[src/gpio_de_cfg.svh]
// Register offsets, field positions, reset values and widths for the two-port GPIO block
`ifndef GPIO_DE_CFG_SVH
`define GPIO_DE_CFG_SVH

// ----------------------------------------------------------------------
// Register byte offsets on the APB bus
// ----------------------------------------------------------------------
`define OFS_PORT_D_DATA       12'h000
`define OFS_PORT_D_DIRECTION  12'h004
`define OFS_PORT_D_ANALOG     12'h008
`define OFS_PORT_E_DATA       12'h00C
`define OFS_PORT_E_DIRECTION  12'h010
`define OFS_PORT_E_ANALOG     12'h014
`define OFS_PORT_SETTINGS     12'h018

// ----------------------------------------------------------------------
// Reset values and implemented-bit masks
// ----------------------------------------------------------------------
`define RST_DIRECTION         8'hFF
`define RST_ANALOG            8'hFF
`define RST_LATCH             8'h00
`define E_DATA_MASK           8'h0F
`define E_DIR_MASK            8'h07
`define E_ANALOG_MASK         8'h07
`define E_DIR_FORCED          8'h08
`define E_INPUT_ONLY_BIT      3
`define SET_MCLR_BIT          0
`define SET_REDUCED_BIT       1
`define SET_SENSE_BIT         2

`endif

[src/gpio_de_pkg.sv]
// Types shared by the two-port GPIO block
package gpio_de_pkg;

	// ----------------------------------------------------------------------
	// Register selector decoded from the APB address
	// ----------------------------------------------------------------------
	typedef enum logic [2:0] {
		SEL_D_DATA,
		SEL_D_DIR,
		SEL_D_ANALOG,
		SEL_E_DATA,
		SEL_E_DIR,
		SEL_E_ANALOG,
		SEL_SETTINGS,
		SEL_NONE
	} reg_sel_t;

endpackage

[src/gpio_ports_de.sv]
// Eight-bit and four-bit GPIO ports with direction and analog select, APB slave
//
// Summary of operation
// - Port D direction 1 tri-states, 0 drives
// - Driven pin shows output latch bit
// - Port D analog bit selects analog input
// - Port E analog bits 2-0 control pins
// - Analog-selected pins read back as zero
// - Direction still gates drivers on analog pins
// - Analog pin with direction clear still outputs
// - Port read returns pins; write hits latch
// - Port write is read-modify-write of pins
// - Port E bit 3 input-only, direction reads 1
// - Input-only pin reads 0 when master-clear set
// - Port E direction bits 2-0 control drivers
// - Unimplemented upper bits read as zero
// - Reduced variant port registers absent, read zero, except port E bit 3 pin and its forced direction bit
// - Port D pins selectable as sensing channels
`include "gpio_de_cfg.svh"

module gpio_ports_de (
	// Clock and reset
	input  wire logic        clk,
	input  wire logic        rst_n,
	// APB slave
	input  wire logic        psel,
	input  wire logic        penable,
	input  wire logic        pwrite,
	input  wire logic [11:0] paddr,
	input  wire logic [31:0] pwdata,
	input  wire logic [3:0]  pstrb,
	output logic      [31:0] prdata,
	output logic             pready,
	output logic             pslverr,
	// Port D pins
	input  wire logic [7:0]  d_pin_in,
	output logic      [7:0]  d_pin_out,
	output logic      [7:0]  d_pin_oe_n,
	// Port E pins, bit 3 input-only
	input  wire logic [3:0]  e_pin_in,
	output logic      [2:0]  e_pin_out,
	output logic      [2:0]  e_pin_oe_n,
	// Analog and sensing routing to the analog blocks
	output logic      [7:0]  d_analog_en,
	output logic      [2:0]  e_analog_en,
	output logic      [7:0]  capacitive_sense_channel
);

	// ----------------------------------------------------------------------
	// Register state
	// ----------------------------------------------------------------------
	logic [7:0]  d_dir_ff;           // Port D direction
	logic [7:0]  d_ana_ff;           // Port D analog select
	logic [7:0]  d_lat_ff;           // Port D output latch
	logic [2:0]  e_dir_ff;           // Port E direction, bits 2-0
	logic [2:0]  e_ana_ff;           // Port E analog select
	logic [2:0]  e_lat_ff;           // Port E output latch
	logic [2:0]  set_ff;             // Settings: sense, reduced, master-clear
	logic [7:0]  nxt_d_dir;
	logic [7:0]  nxt_d_ana;
	logic [7:0]  nxt_d_lat;
	logic [2:0]  nxt_e_dir;
	logic [2:0]  nxt_e_ana;
	logic [2:0]  nxt_e_lat;
	logic [2:0]  nxt_set;
	// Bus response state
	logic [31:0] prdata_ff;          // Registered read data
	logic        pready_ff;          // Registered ready
	logic        pslverr_ff;         // Registered error
	logic [31:0] nxt_prdata;
	logic        nxt_pready;
	logic        nxt_pslverr;
	// Pin output state
	logic [7:0]  d_out_ff;
	logic [7:0]  d_oe_n_ff;
	logic [2:0]  e_out_ff;
	logic [2:0]  e_oe_n_ff;
	logic [7:0]  d_aen_ff;
	logic [2:0]  e_aen_ff;
	logic [7:0]  sense_ff;
	logic [7:0]  nxt_d_out;
	logic [7:0]  nxt_d_oe_n;
	logic [2:0]  nxt_e_out;
	logic [2:0]  nxt_e_oe_n;
	logic [7:0]  nxt_d_aen;
	logic [2:0]  nxt_e_aen;
	logic [7:0]  nxt_sense;

	// ----------------------------------------------------------------------
	// Synchronised pin levels and digital read views
	// ----------------------------------------------------------------------
	logic [7:0]  d_pin_sync;         // Filtered port D pins
	logic [3:0]  e_pin_sync;         // Filtered port E pins
	logic [7:0]  d_read;             // Port D as software sees it
	logic [3:0]  e_read;             // Port E as software sees it
	logic        reduced;            // Reduced variant, settings register bit
	gpio_de_pkg::reg_sel_t sel;      // Decoded register

	// Pins come from the board, so they are synchronised first
	gpio_pin_sync #(
		.WIDTH     (8)
	) u_sync_d (
		.clk       (clk),
		.rst_n     (rst_n),
		.raw_in    (d_pin_in),
		.level_out (d_pin_sync)
	);

	gpio_pin_sync #(
		.WIDTH     (4)
	) u_sync_e (
		.clk       (clk),
		.rst_n     (rst_n),
		.raw_in    (e_pin_in),
		.level_out (e_pin_sync)
	);

	// ----------------------------------------------------------------------
	// Helpers
	// ----------------------------------------------------------------------
	// Address decode, used for both read and write paths
	function automatic gpio_de_pkg::reg_sel_t decode(input logic [11:0] a);
		case (a)
			`OFS_PORT_D_DATA:      decode = gpio_de_pkg::SEL_D_DATA;
			`OFS_PORT_D_DIRECTION: decode = gpio_de_pkg::SEL_D_DIR;
			`OFS_PORT_D_ANALOG:    decode = gpio_de_pkg::SEL_D_ANALOG;
			`OFS_PORT_E_DATA:      decode = gpio_de_pkg::SEL_E_DATA;
			`OFS_PORT_E_DIRECTION: decode = gpio_de_pkg::SEL_E_DIR;
			`OFS_PORT_E_ANALOG:    decode = gpio_de_pkg::SEL_E_ANALOG;
			`OFS_PORT_SETTINGS:    decode = gpio_de_pkg::SEL_SETTINGS;
			default:               decode = gpio_de_pkg::SEL_NONE;
		endcase
	endfunction
	// Byte-lane 0 merge; only the low lane carries register bits
	function automatic logic [7:0] lane0(input logic [7:0] old, input logic [31:0] wd,
	                                     input logic [3:0] st);
		lane0 = st[0] ? wd[7:0] : old;
	endfunction
	assign sel     = decode(paddr);
	assign reduced = set_ff[`SET_REDUCED_BIT];
	// Digital read views: analog pins read zero, input-only pin masked by master-clear
	always_comb begin
		d_read = d_pin_sync & ~d_ana_ff;
		e_read = {e_pin_sync[3], e_pin_sync[2:0] & ~e_ana_ff};
		if (set_ff[`SET_MCLR_BIT]) begin
			e_read[`E_INPUT_ONLY_BIT] = 1'b0;
		end
		if (reduced) begin
			d_read      = '0;
			e_read[2:0] = '0;
		end
	end

	// ----------------------------------------------------------------------
	// Register write path
	// ----------------------------------------------------------------------
	// Writes take effect in the access phase; ready is always immediate
	always_comb begin
		logic wr;
		logic [7:0] rmw;
		wr        = psel & penable & pwrite;
		rmw       = 8'h00;
		nxt_d_dir = d_dir_ff;
		nxt_d_ana = d_ana_ff;
		nxt_d_lat = d_lat_ff;
		nxt_e_dir = e_dir_ff;
		nxt_e_ana = e_ana_ff;
		nxt_e_lat = e_lat_ff;
		nxt_set   = set_ff;
		if (wr) begin
			case (sel)
				gpio_de_pkg::SEL_D_DATA: begin
					// Pins sampled, addressed lane modified, whole latch stored
					rmw = lane0(d_read, pwdata, pstrb);
					if (!reduced) begin
						nxt_d_lat = rmw;
					end
				end
				gpio_de_pkg::SEL_D_DIR: begin
					if (!reduced) begin
						nxt_d_dir = lane0(d_dir_ff, pwdata, pstrb);
					end
				end
				gpio_de_pkg::SEL_D_ANALOG: begin
					if (!reduced) begin
						nxt_d_ana = lane0(d_ana_ff, pwdata, pstrb);
					end
				end
				gpio_de_pkg::SEL_E_DATA: begin
					// Bit 3 is read-only, so only the low three reach the latch
					rmw = lane0({4'h0, e_read}, pwdata, pstrb);
					if (!reduced) begin
						nxt_e_lat = rmw[2:0];
					end
				end
				gpio_de_pkg::SEL_E_DIR: begin
					rmw = lane0({5'h00, e_dir_ff}, pwdata, pstrb);
					if (!reduced) begin
						nxt_e_dir = rmw[2:0];
					end
				end
				gpio_de_pkg::SEL_E_ANALOG: begin
					rmw = lane0({5'h00, e_ana_ff}, pwdata, pstrb);
					if (!reduced) begin
						nxt_e_ana = rmw[2:0];
					end
				end
				gpio_de_pkg::SEL_SETTINGS: begin
					rmw     = lane0({5'h00, set_ff}, pwdata, pstrb);
					nxt_set = rmw[2:0];
				end
				default: begin
					rmw = 8'h00;
				end
			endcase
		end
	end

	// Register bank; latches have no defined reset value, cleared here for determinism
	always_ff @(posedge clk or negedge rst_n) begin
		if (!rst_n) begin
			d_dir_ff <= `RST_DIRECTION;
			d_ana_ff <= `RST_ANALOG;
			d_lat_ff <= `RST_LATCH;
			e_dir_ff <= 3'h7;
			e_ana_ff <= 3'h7;
			e_lat_ff <= 3'h0;
			set_ff   <= 3'h0;
		end else begin
			d_dir_ff <= nxt_d_dir;
			d_ana_ff <= nxt_d_ana;
			d_lat_ff <= nxt_d_lat;
			e_dir_ff <= nxt_e_dir;
			e_ana_ff <= nxt_e_ana;
			e_lat_ff <= nxt_e_lat;
			set_ff   <= nxt_set;
		end
	end

	// ----------------------------------------------------------------------
	// Register read path and bus response
	// ----------------------------------------------------------------------
	// Answer in the first access cycle; unmapped addresses get pslverr
	always_comb begin
		logic [7:0] rd;
		rd          = 8'h00;
		nxt_pready  = 1'b0;
		nxt_pslverr = 1'b0;
		nxt_prdata  = prdata_ff;
		if (psel && !penable) begin
			nxt_pready = 1'b1;
			case (sel)
				gpio_de_pkg::SEL_D_DATA:   rd = d_read;
				gpio_de_pkg::SEL_D_DIR:    rd = reduced ? 8'h00 : d_dir_ff;
				gpio_de_pkg::SEL_D_ANALOG: rd = reduced ? 8'h00 : d_ana_ff;
				gpio_de_pkg::SEL_E_DATA:   rd = {4'h0, e_read};
				gpio_de_pkg::SEL_E_DIR: begin
					// Input-only pin's direction always reads one
					rd = `E_DIR_FORCED | (reduced ? 8'h00 : {5'h00, e_dir_ff});
				end
				gpio_de_pkg::SEL_E_ANALOG: rd = reduced ? 8'h00 : {5'h00, e_ana_ff};
				gpio_de_pkg::SEL_SETTINGS: rd = {5'h00, set_ff};
				default: begin
					rd          = 8'h00;
					nxt_pslverr = 1'b1;
				end
			endcase
			nxt_prdata = {24'h000000, rd};
		end
	end

	always_ff @(posedge clk or negedge rst_n) begin
		if (!rst_n) begin
			prdata_ff  <= 32'h00000000;
			pready_ff  <= 1'b0;
			pslverr_ff <= 1'b0;
		end else begin
			prdata_ff  <= nxt_prdata;
			pready_ff  <= nxt_pready;
			pslverr_ff <= nxt_pslverr;
		end
	end

	// ----------------------------------------------------------------------
	// Pin drivers
	// ----------------------------------------------------------------------
	// Drivers follow direction, all off in reduced mode; analog select never gates them
	always_comb begin
		nxt_d_out  = d_lat_ff;
		nxt_d_oe_n = d_dir_ff;
		nxt_e_out  = e_lat_ff;
		nxt_e_oe_n = e_dir_ff;
		nxt_d_aen  = d_ana_ff;
		nxt_e_aen  = e_ana_ff;
		// Sensing channel needs the pin tri-stated and analog
		nxt_sense  = set_ff[`SET_SENSE_BIT] ? (d_ana_ff & d_dir_ff) : 8'h00;
		if (reduced) begin
			nxt_d_oe_n = 8'hFF;
			nxt_e_oe_n = 3'h7;
			nxt_d_aen  = 8'h00;
			nxt_e_aen  = 3'h0;
			nxt_sense  = 8'h00;
		end
	end

	always_ff @(posedge clk or negedge rst_n) begin
		if (!rst_n) begin
			d_out_ff  <= 8'h00;
			d_oe_n_ff <= 8'hFF;
			e_out_ff  <= 3'h0;
			e_oe_n_ff <= 3'h7;
			d_aen_ff  <= 8'hFF;
			e_aen_ff  <= 3'h7;
			sense_ff  <= 8'h00;
		end else begin
			d_out_ff  <= nxt_d_out;
			d_oe_n_ff <= nxt_d_oe_n;
			e_out_ff  <= nxt_e_out;
			e_oe_n_ff <= nxt_e_oe_n;
			d_aen_ff  <= nxt_d_aen;
			e_aen_ff  <= nxt_e_aen;
			sense_ff  <= nxt_sense;
		end
	end

	// Output assignments, each straight from its flip-flop
	assign prdata                   = prdata_ff;
	assign pready                   = pready_ff;
	assign pslverr                  = pslverr_ff;
	assign d_pin_out                = d_out_ff;
	assign d_pin_oe_n               = d_oe_n_ff;
	assign e_pin_out                = e_out_ff;
	assign e_pin_oe_n               = e_oe_n_ff;
	assign d_analog_en              = d_aen_ff;
	assign e_analog_en              = e_aen_ff;
	assign capacitive_sense_channel = sense_ff;

endmodule

[src/gpio_pin_sync.sv]
// Three-stage pin synchroniser with second/third-stage agreement filter
module gpio_pin_sync #(
	parameter int WIDTH = 8
) (
	// Clock and reset
	input  wire logic             clk,
	input  wire logic             rst_n,
	// Raw pin levels and filtered result
	input  wire logic [WIDTH-1:0] raw_in,
	output logic      [WIDTH-1:0] level_out
);

	// ----------------------------------------------------------------------
	// Synchroniser stages
	// ----------------------------------------------------------------------
	logic [WIDTH-1:0] meta_ff;       // First stage, read only by second
	logic [WIDTH-1:0] sync2_ff;      // Second stage
	logic [WIDTH-1:0] sync3_ff;      // Third stage
	logic [WIDTH-1:0] level_ff;      // Accepted level
	logic [WIDTH-1:0] nxt_level;     // Next accepted level

	// Accept a bit only when stages two and three agree; filters one-cycle glitches
	always_comb begin
		for (int i = 0; i < WIDTH; i++) begin
			nxt_level[i] = (sync2_ff[i] == sync3_ff[i]) ? sync3_ff[i] : level_ff[i];
		end
	end

	// Register all stages
	always_ff @(posedge clk or negedge rst_n) begin
		if (!rst_n) begin
			meta_ff  <= '0;
			sync2_ff <= '0;
			sync3_ff <= '0;
			level_ff <= '0;
		end else begin
			meta_ff  <= raw_in;
			sync2_ff <= meta_ff;
			sync3_ff <= sync2_ff;
			level_ff <= nxt_level;
		end
	end

	assign level_out = level_ff;

endmodule

[config.mk]
export PLATFORM = sky130hd
export DESIGN_NAME = gpio_ports_de
export DESIGN_NICKNAME = d
export VERILOG_FILES = /design/src/gpio_de_pkg.sv /design/src/gpio_ports_de.sv /design/src/gpio_pin_sync.sv
export VERILOG_INCLUDE_DIRS = /design/src
export SDC_FILE = /design/constraint.sdc
export NUM_CORES = 1
export LEC_CHECK = 0
export ABC_CLOCK_PERIOD_IN_PS = 1500
export BUFFER_PORTS_ARGS = -buffer_cell sky130_fd_sc_hd__buf_2
export CAP_MARGIN = 40
export CORE_ASPECT_RATIO = 1.4
export CORE_MARGIN = 2
export CORE_UTILIZATION = 47
export DETAILED_ROUTE_END_ITERATION = 8
export HOLD_SLACK_MARGIN = 0.05
export PLACE_DENSITY = 0.76
export SKIP_CTS_REPAIR_TIMING = 1
export SLEW_MARGIN = 5
export SYNTH_ARGS = -nofsm -noshare
export SYNTH_HDL_FRONTEND = slang
export SYNTH_HIERARCHICAL = 1
export SYNTH_SLANG_ARGS = --single-unit
[constraint.sdc]
create_clock -name clk -period 1.5 [get_ports clk]
set_input_delay 0.3 -clock clk [delete_from_list [all_inputs] [get_ports clk]]
set_output_delay 0.3 -clock clk [all_outputs]
set_load 0.02 [all_outputs]
Word-level counts from Yosys, hierarchy flattened

Index checks and enable logic that the tools add are counted.

Reductions and logical operators: 12
Multiplexer cells: 19
Bitwise gates (word level): 8
Eq/ne operators: 24

Operators with widths:

| operator              | count |
|---|---|
| $mux W8               | 7 |
| $pmux W8 S7           | 1 |
| $eq A12 B5 Y1 const B | 3 |
| $eq A12 B4 Y1 const B | 2 |
| $pmux W3 S7           | 1 |
| $mux W3               | 6 |
| $and A8 B8 Y8         | 2 |
| $reduce_and A4 Y1     | 4 |
| $eq A1 B1 Y1          | 12 |
| $eq A12 B3 Y1 const B | 1 |
| $logic_not A12 Y1     | 1 |
| $eq A3 B3 Y1 const B  | 3 |
| $reduce_and A3 Y1     | 3 |
| $not A8 Y8            | 1 |
| $reduce_or A7 Y1      | 1 |
| $eq A3 B2 Y1 const B  | 2 |
| $mux W1               | 4 |
| $and A3 B3 Y3         | 1 |
| $eq A3 B1 Y1 const B  | 1 |
| $logic_not A3 Y1      | 1 |
| $not A3 Y3            | 1 |
| $and A1 B1 Y1         | 2 |
| $logic_and A1 B1 Y1   | 1 |
| $logic_not A1 Y1      | 1 |
| $not A1 Y1            | 1 |

Bits of input ports: 65
Logic and storage cells: 98
Flip-flop bits (word level): 135

Longest topological paths before layout

Depth in word-level cells: 6
Depth in mapped cells: 6
Mapped depth without buffers: 4

Modules after synthesis

The synthesis kept the hierarchy.

By module, submodules not included:

| module                    | area each (um^2) | instances | cells an instance |
|---|---|---|---|
| gpio_ports_de             | 3847.4           | 1         | 309 |
| gpio_pin_sync at u_sync_d | 890.9            | 1         | 40 |
| gpio_pin_sync at u_sync_e | 445.4            | 1         | 20 |

Worst setup path after synthesis

OpenSTA, ideal clock, no wires.

Path type: input port to flip-flop
From: input port paddr[5]
To: register d_lat_ff[0]
Stages: 5
Setup time: 0.125 ns
Arrival: 1.951 ns
Required time: 1.375 ns
Setup slack: -0.576 ns
Path through: or4_1 buf_2 nor3_4 nor4b_4 mux2_2

Cells in the longest elaborated chain, start to end: 4
Elaborated cells on any way between the ends: 10
Those cells by class: eq/ne: 6; mux: 1; reduce/logical: 3

Ends and longest elaborated chain:

| what                                        | line                 | text |
|---|---|---|
| start: declaration                          | gpio_ports_de.sv:29  | `input wire logic [11:0] paddr,` |
| $eq A12 B5 Y1, or another cell as far along | gpio_ports_de.sv:123 | `case (a)` |
| $pmux W3 S7 *                               | gpio_ports_de.sv:123 |  |
| $logic_not A3 Y1 *                          | gpio_ports_de.sv:171 | `case (sel)` |
| $reduce_and A3 Y1 (no source line) *        | n/a                  |  |
| end signal: assignment                      | gpio_ports_de.sv:224 | `` d_lat_ff <= `RST_LATCH; `` |
| end signal: assignment                      | gpio_ports_de.sv:232 | `d_lat_ff <= nxt_d_lat;` |
| end: declaration                            | gpio_ports_de.sv:54  | `logic [7:0] d_lat_ff;` |

Mark *: on every way between the ends. The rest lies on a longest branch, timed or not.
A chain may end at the register's enable or synchronous reset.

Worst setup path in the final report

From: input port paddr[6]
To: register d_lat_ff[5]

The elaborated chain is that of the path after synthesis.

==> results.cfg <==
[worst_setup_path]
r2r_setup_slack_ns = -0.05
critPathRequiredTime_ns = 1.79
cp_max_fo = 8
timing.critical_path.cells = buf_6 > or4_4 > nor3_4 > nor4b_4 > buf_6 > mux2_2
rr_startpoint = set_ff[1]
worstRegToRegCells = 4
cp_slowest_stage_delay_ns = 0.57
rr_endpoint = d_lat_ff[5]
crit_path_frequent_cell = buf_6
crit_type = input pin to flip-flop
startpoint_type = input pin
critPathTopFamily = simple AND/OR/NAND/NOR gates
cp.arrival_ns = 1.86
critPathBufInv = 2
critPathSlowestCell = or4_4
crit_path_end_kind = flip-flop

[die]
core_sq_um = 10800
num_io_pins = 140
initial_utilization = 0.480
fp-row-count = 45
die_area_sq_um = 11900
die_h_um = 128
die_x_um = 92.8

[drt]
antenna_left = 0
wl_per_cell_um = 16.4
drt_pass1_iterations = 4
dr.first_iter.drc_count = 163
routed_via_density = 5.04
wirelength_um = 11000
drc = 0
dr_total_vias = 3397

[grt]
grt.overflow.total = 0
grt_max_degree = 41
antenna_found_initial = 0
grt_pass1_wl_um = 17500
grt_pass1_vias = 3352
grt_use_total = 0.196

[clocking]
worstSkewPairLatency_ns = 0.41
numCtsBuffers = 17
htree_levels = 4
root_buffer = clkbuf_16
cts_buffer_depth = 2
cts_tree = built
clock_sinks = 135
clkTransAtPathRegs_ns = 0.06

[cells_and_area]
drive_gt1_frac = 0.559
areaGrowthSynthToFinish_pct = 34.2
diodes = 0
post-route-util = 0.643
layout_common_cells = dfrtp_1 (90), buf_2 (85), dfstp_2 (44)
layout.cells.most_common = dfrtp_1
layout.nets = 585

[yosys]
synth_area_sq_um = 5180
syn_area_per_cell_sq_um = 14.0
async_reset_ff_frac = 1.00
ys_seq_area_frac = 0.662
yosys_warnings = 6
syn-instance-count = 369
synth_seq_cells = 135
synth_area_leader_cell = dfrtp_1
ys.flop_type = dfrtp_1
synth.distinct_cells = 43
synth_top_area_share = 0.439
synth_edf_count = 0
ys_top_cells_by_area = dfrtp_1 (44%), dfstp_2 (22%), mux2_2 (8.5%)

[timing]
worst_slack_ns = -0.0690
finalHoldViolations = 0
fin_crit_sh = 1.05
maxSlewViolCount = 0
fmax_mhz = 637
finalSetupTns_ns = -0.600
rsz0062_at_grt = true
clock-skew-final_ns = 0.00667
holdWs_ns = 0.167
setup_viol = 12
period_minus_slack_ns = 1.57

[run_status]
violations = negative setup slack
outcome = finished with violations

[hold_path]
holdPathStages = 2
min_path_type = input pin to flip-flop
min_from = pwdata[5]
min_to = d_dir_ff[5]

[pwr]
p_leak_nw = 3.36
ir_drop_uv = 876
cellPowerDensity_nw_per_um2 = 1210
total_power_mw = 8.45

[placed_design]
dpl_worst_slack_ns = -0.529
dp_hpwl_um = 7950
io_buffers = 88
gp_congestion = 0.888

[run]
cap_viol_max_count = 0
## registers in the layout, summed over array words and instances, names as in the netlist, 3 cells and up
signal	count
capacitive_sense_channel	8
d_ana_ff	8
d_analog_en	8
d_dir_ff	8
d_lat_ff	8
d_pin_oe_n	8
d_pin_out	8
e_ana_ff	3
e_analog_en	3
e_dir_ff	3
e_lat_ff	3
e_pin_oe_n	3
e_pin_out	3
prdata	8
set_ff	3
u_sync_d/level_out	8
u_sync_d/meta_ff	8
u_sync_d/sync2_ff	8
u_sync_d/sync3_ff	8
u_sync_e/level_out	4
u_sync_e/meta_ff	4
u_sync_e/sync2_ff	4
u_sync_e/sync3_ff	4
## area by class of cell
type                       count  area, sq um
clock buffer                  17          425
clock inverter                15          176
fill                         809         3860
inverter                       5         18.8
multi-input combinational    214         1750
sequential                   135         3430
tap                          141          176
timing repair buffer         147          971
## cells in the mapped netlist, drive strengths merged, types with 2 or more instances
| cell | number |
|---|---|
| a221o | 5 |
| a22o | 2 |
| a32o | 4 |
| a32oi | 3 |
| and3 | 10 |
| and4 | 3 |
| buf | 25 |
| clkbuf | 13 |
| dfrtp | 91 |
| dfstp | 44 |
| inv | 5 |
| maj3 | 12 |
| mux2 | 39 |
| mux2i | 3 |
| nand2 | 14 |
| nand3 | 5 |
| nand3b | 2 |
| nand4b | 2 |
| nor2 | 13 |
| nor2b | 10 |
| nor3 | 5 |
| nor3b | 4 |
| nor4 | 7 |
| nor4b | 3 |
| o211ai | 2 |
| o21ai | 12 |
| o2bb2ai | 3 |
| or2 | 12 |
| or3b | 5 |
## worst reg2reg max path, stage by stage, from the launching register on
cell and delay, ns:
dfrtp_2 0.46, buf_4 0.18, nor4b_4 0.28, buf_6 0.18
mux2_2 0.34
## where the power goes
part | internal (mW) | total [mW] | switching (mW)
Combinational | 0.201 | 0.480 | 0.279
Sequential | 3.74 | 3.78 | 0.0473
Clock | 2.62 | 4.18 | 1.56
Total | 6.56 | 8.45 | 1.89
## routing by layer
layer  global-route usage  up-vias  wire, um  share of wire
li1                     -     1574         -              -
met1                0.249     1672      4610           0.42
met2                0.315      125      5540           0.50
met3               0.0400       26       561          0.051
met4                0.106        0       339          0.031
met5                    0        -         0              0
## how the worst max path moves through the flow
stage / startpoint / end / slack (ns) / cells after the start
after floorplan: paddr[5] / d_lat_ff[0] / -0.57 / 5
after global placement: paddr[5] / e_lat_ff[2] / -0.49 / 6
after detailed placement: paddr[5] / e_lat_ff[2] / -0.53 / 6
after CTS: paddr[5] / e_lat_ff[1] / -0.09 / 6
after global routing: paddr[6] / d_lat_ff[6] / -0.11 / 6
final: paddr[6] / d_lat_ff[5] / -0.07 / 6
## metrics by stage
step	area (sq um)	std cells
floorplan	5390	392
global placement	6120	628
detailed placement	6120	628
CTS	6720	660
global route	6950	674
finish	6950	674
## kinds of logic (layout without fill, tap and decap cells)
logic type / count (synthesis) / count (layout) / share of synthesized area
muxes: 42 / 42 / 0.0905
buffers and inverters: 43 / 184 / 0.0488
and+or+nand+nor: 100 / 100 / 0.119
other: 1 / 24 / 0.000723
adders and majority gates: 12 / 12 / 0.0261
DFF: 135 / 135 / 0.662
AOI/OAI and AO/OA: 36 / 36 / 0.0526
(Power assumes the default switching activity.)
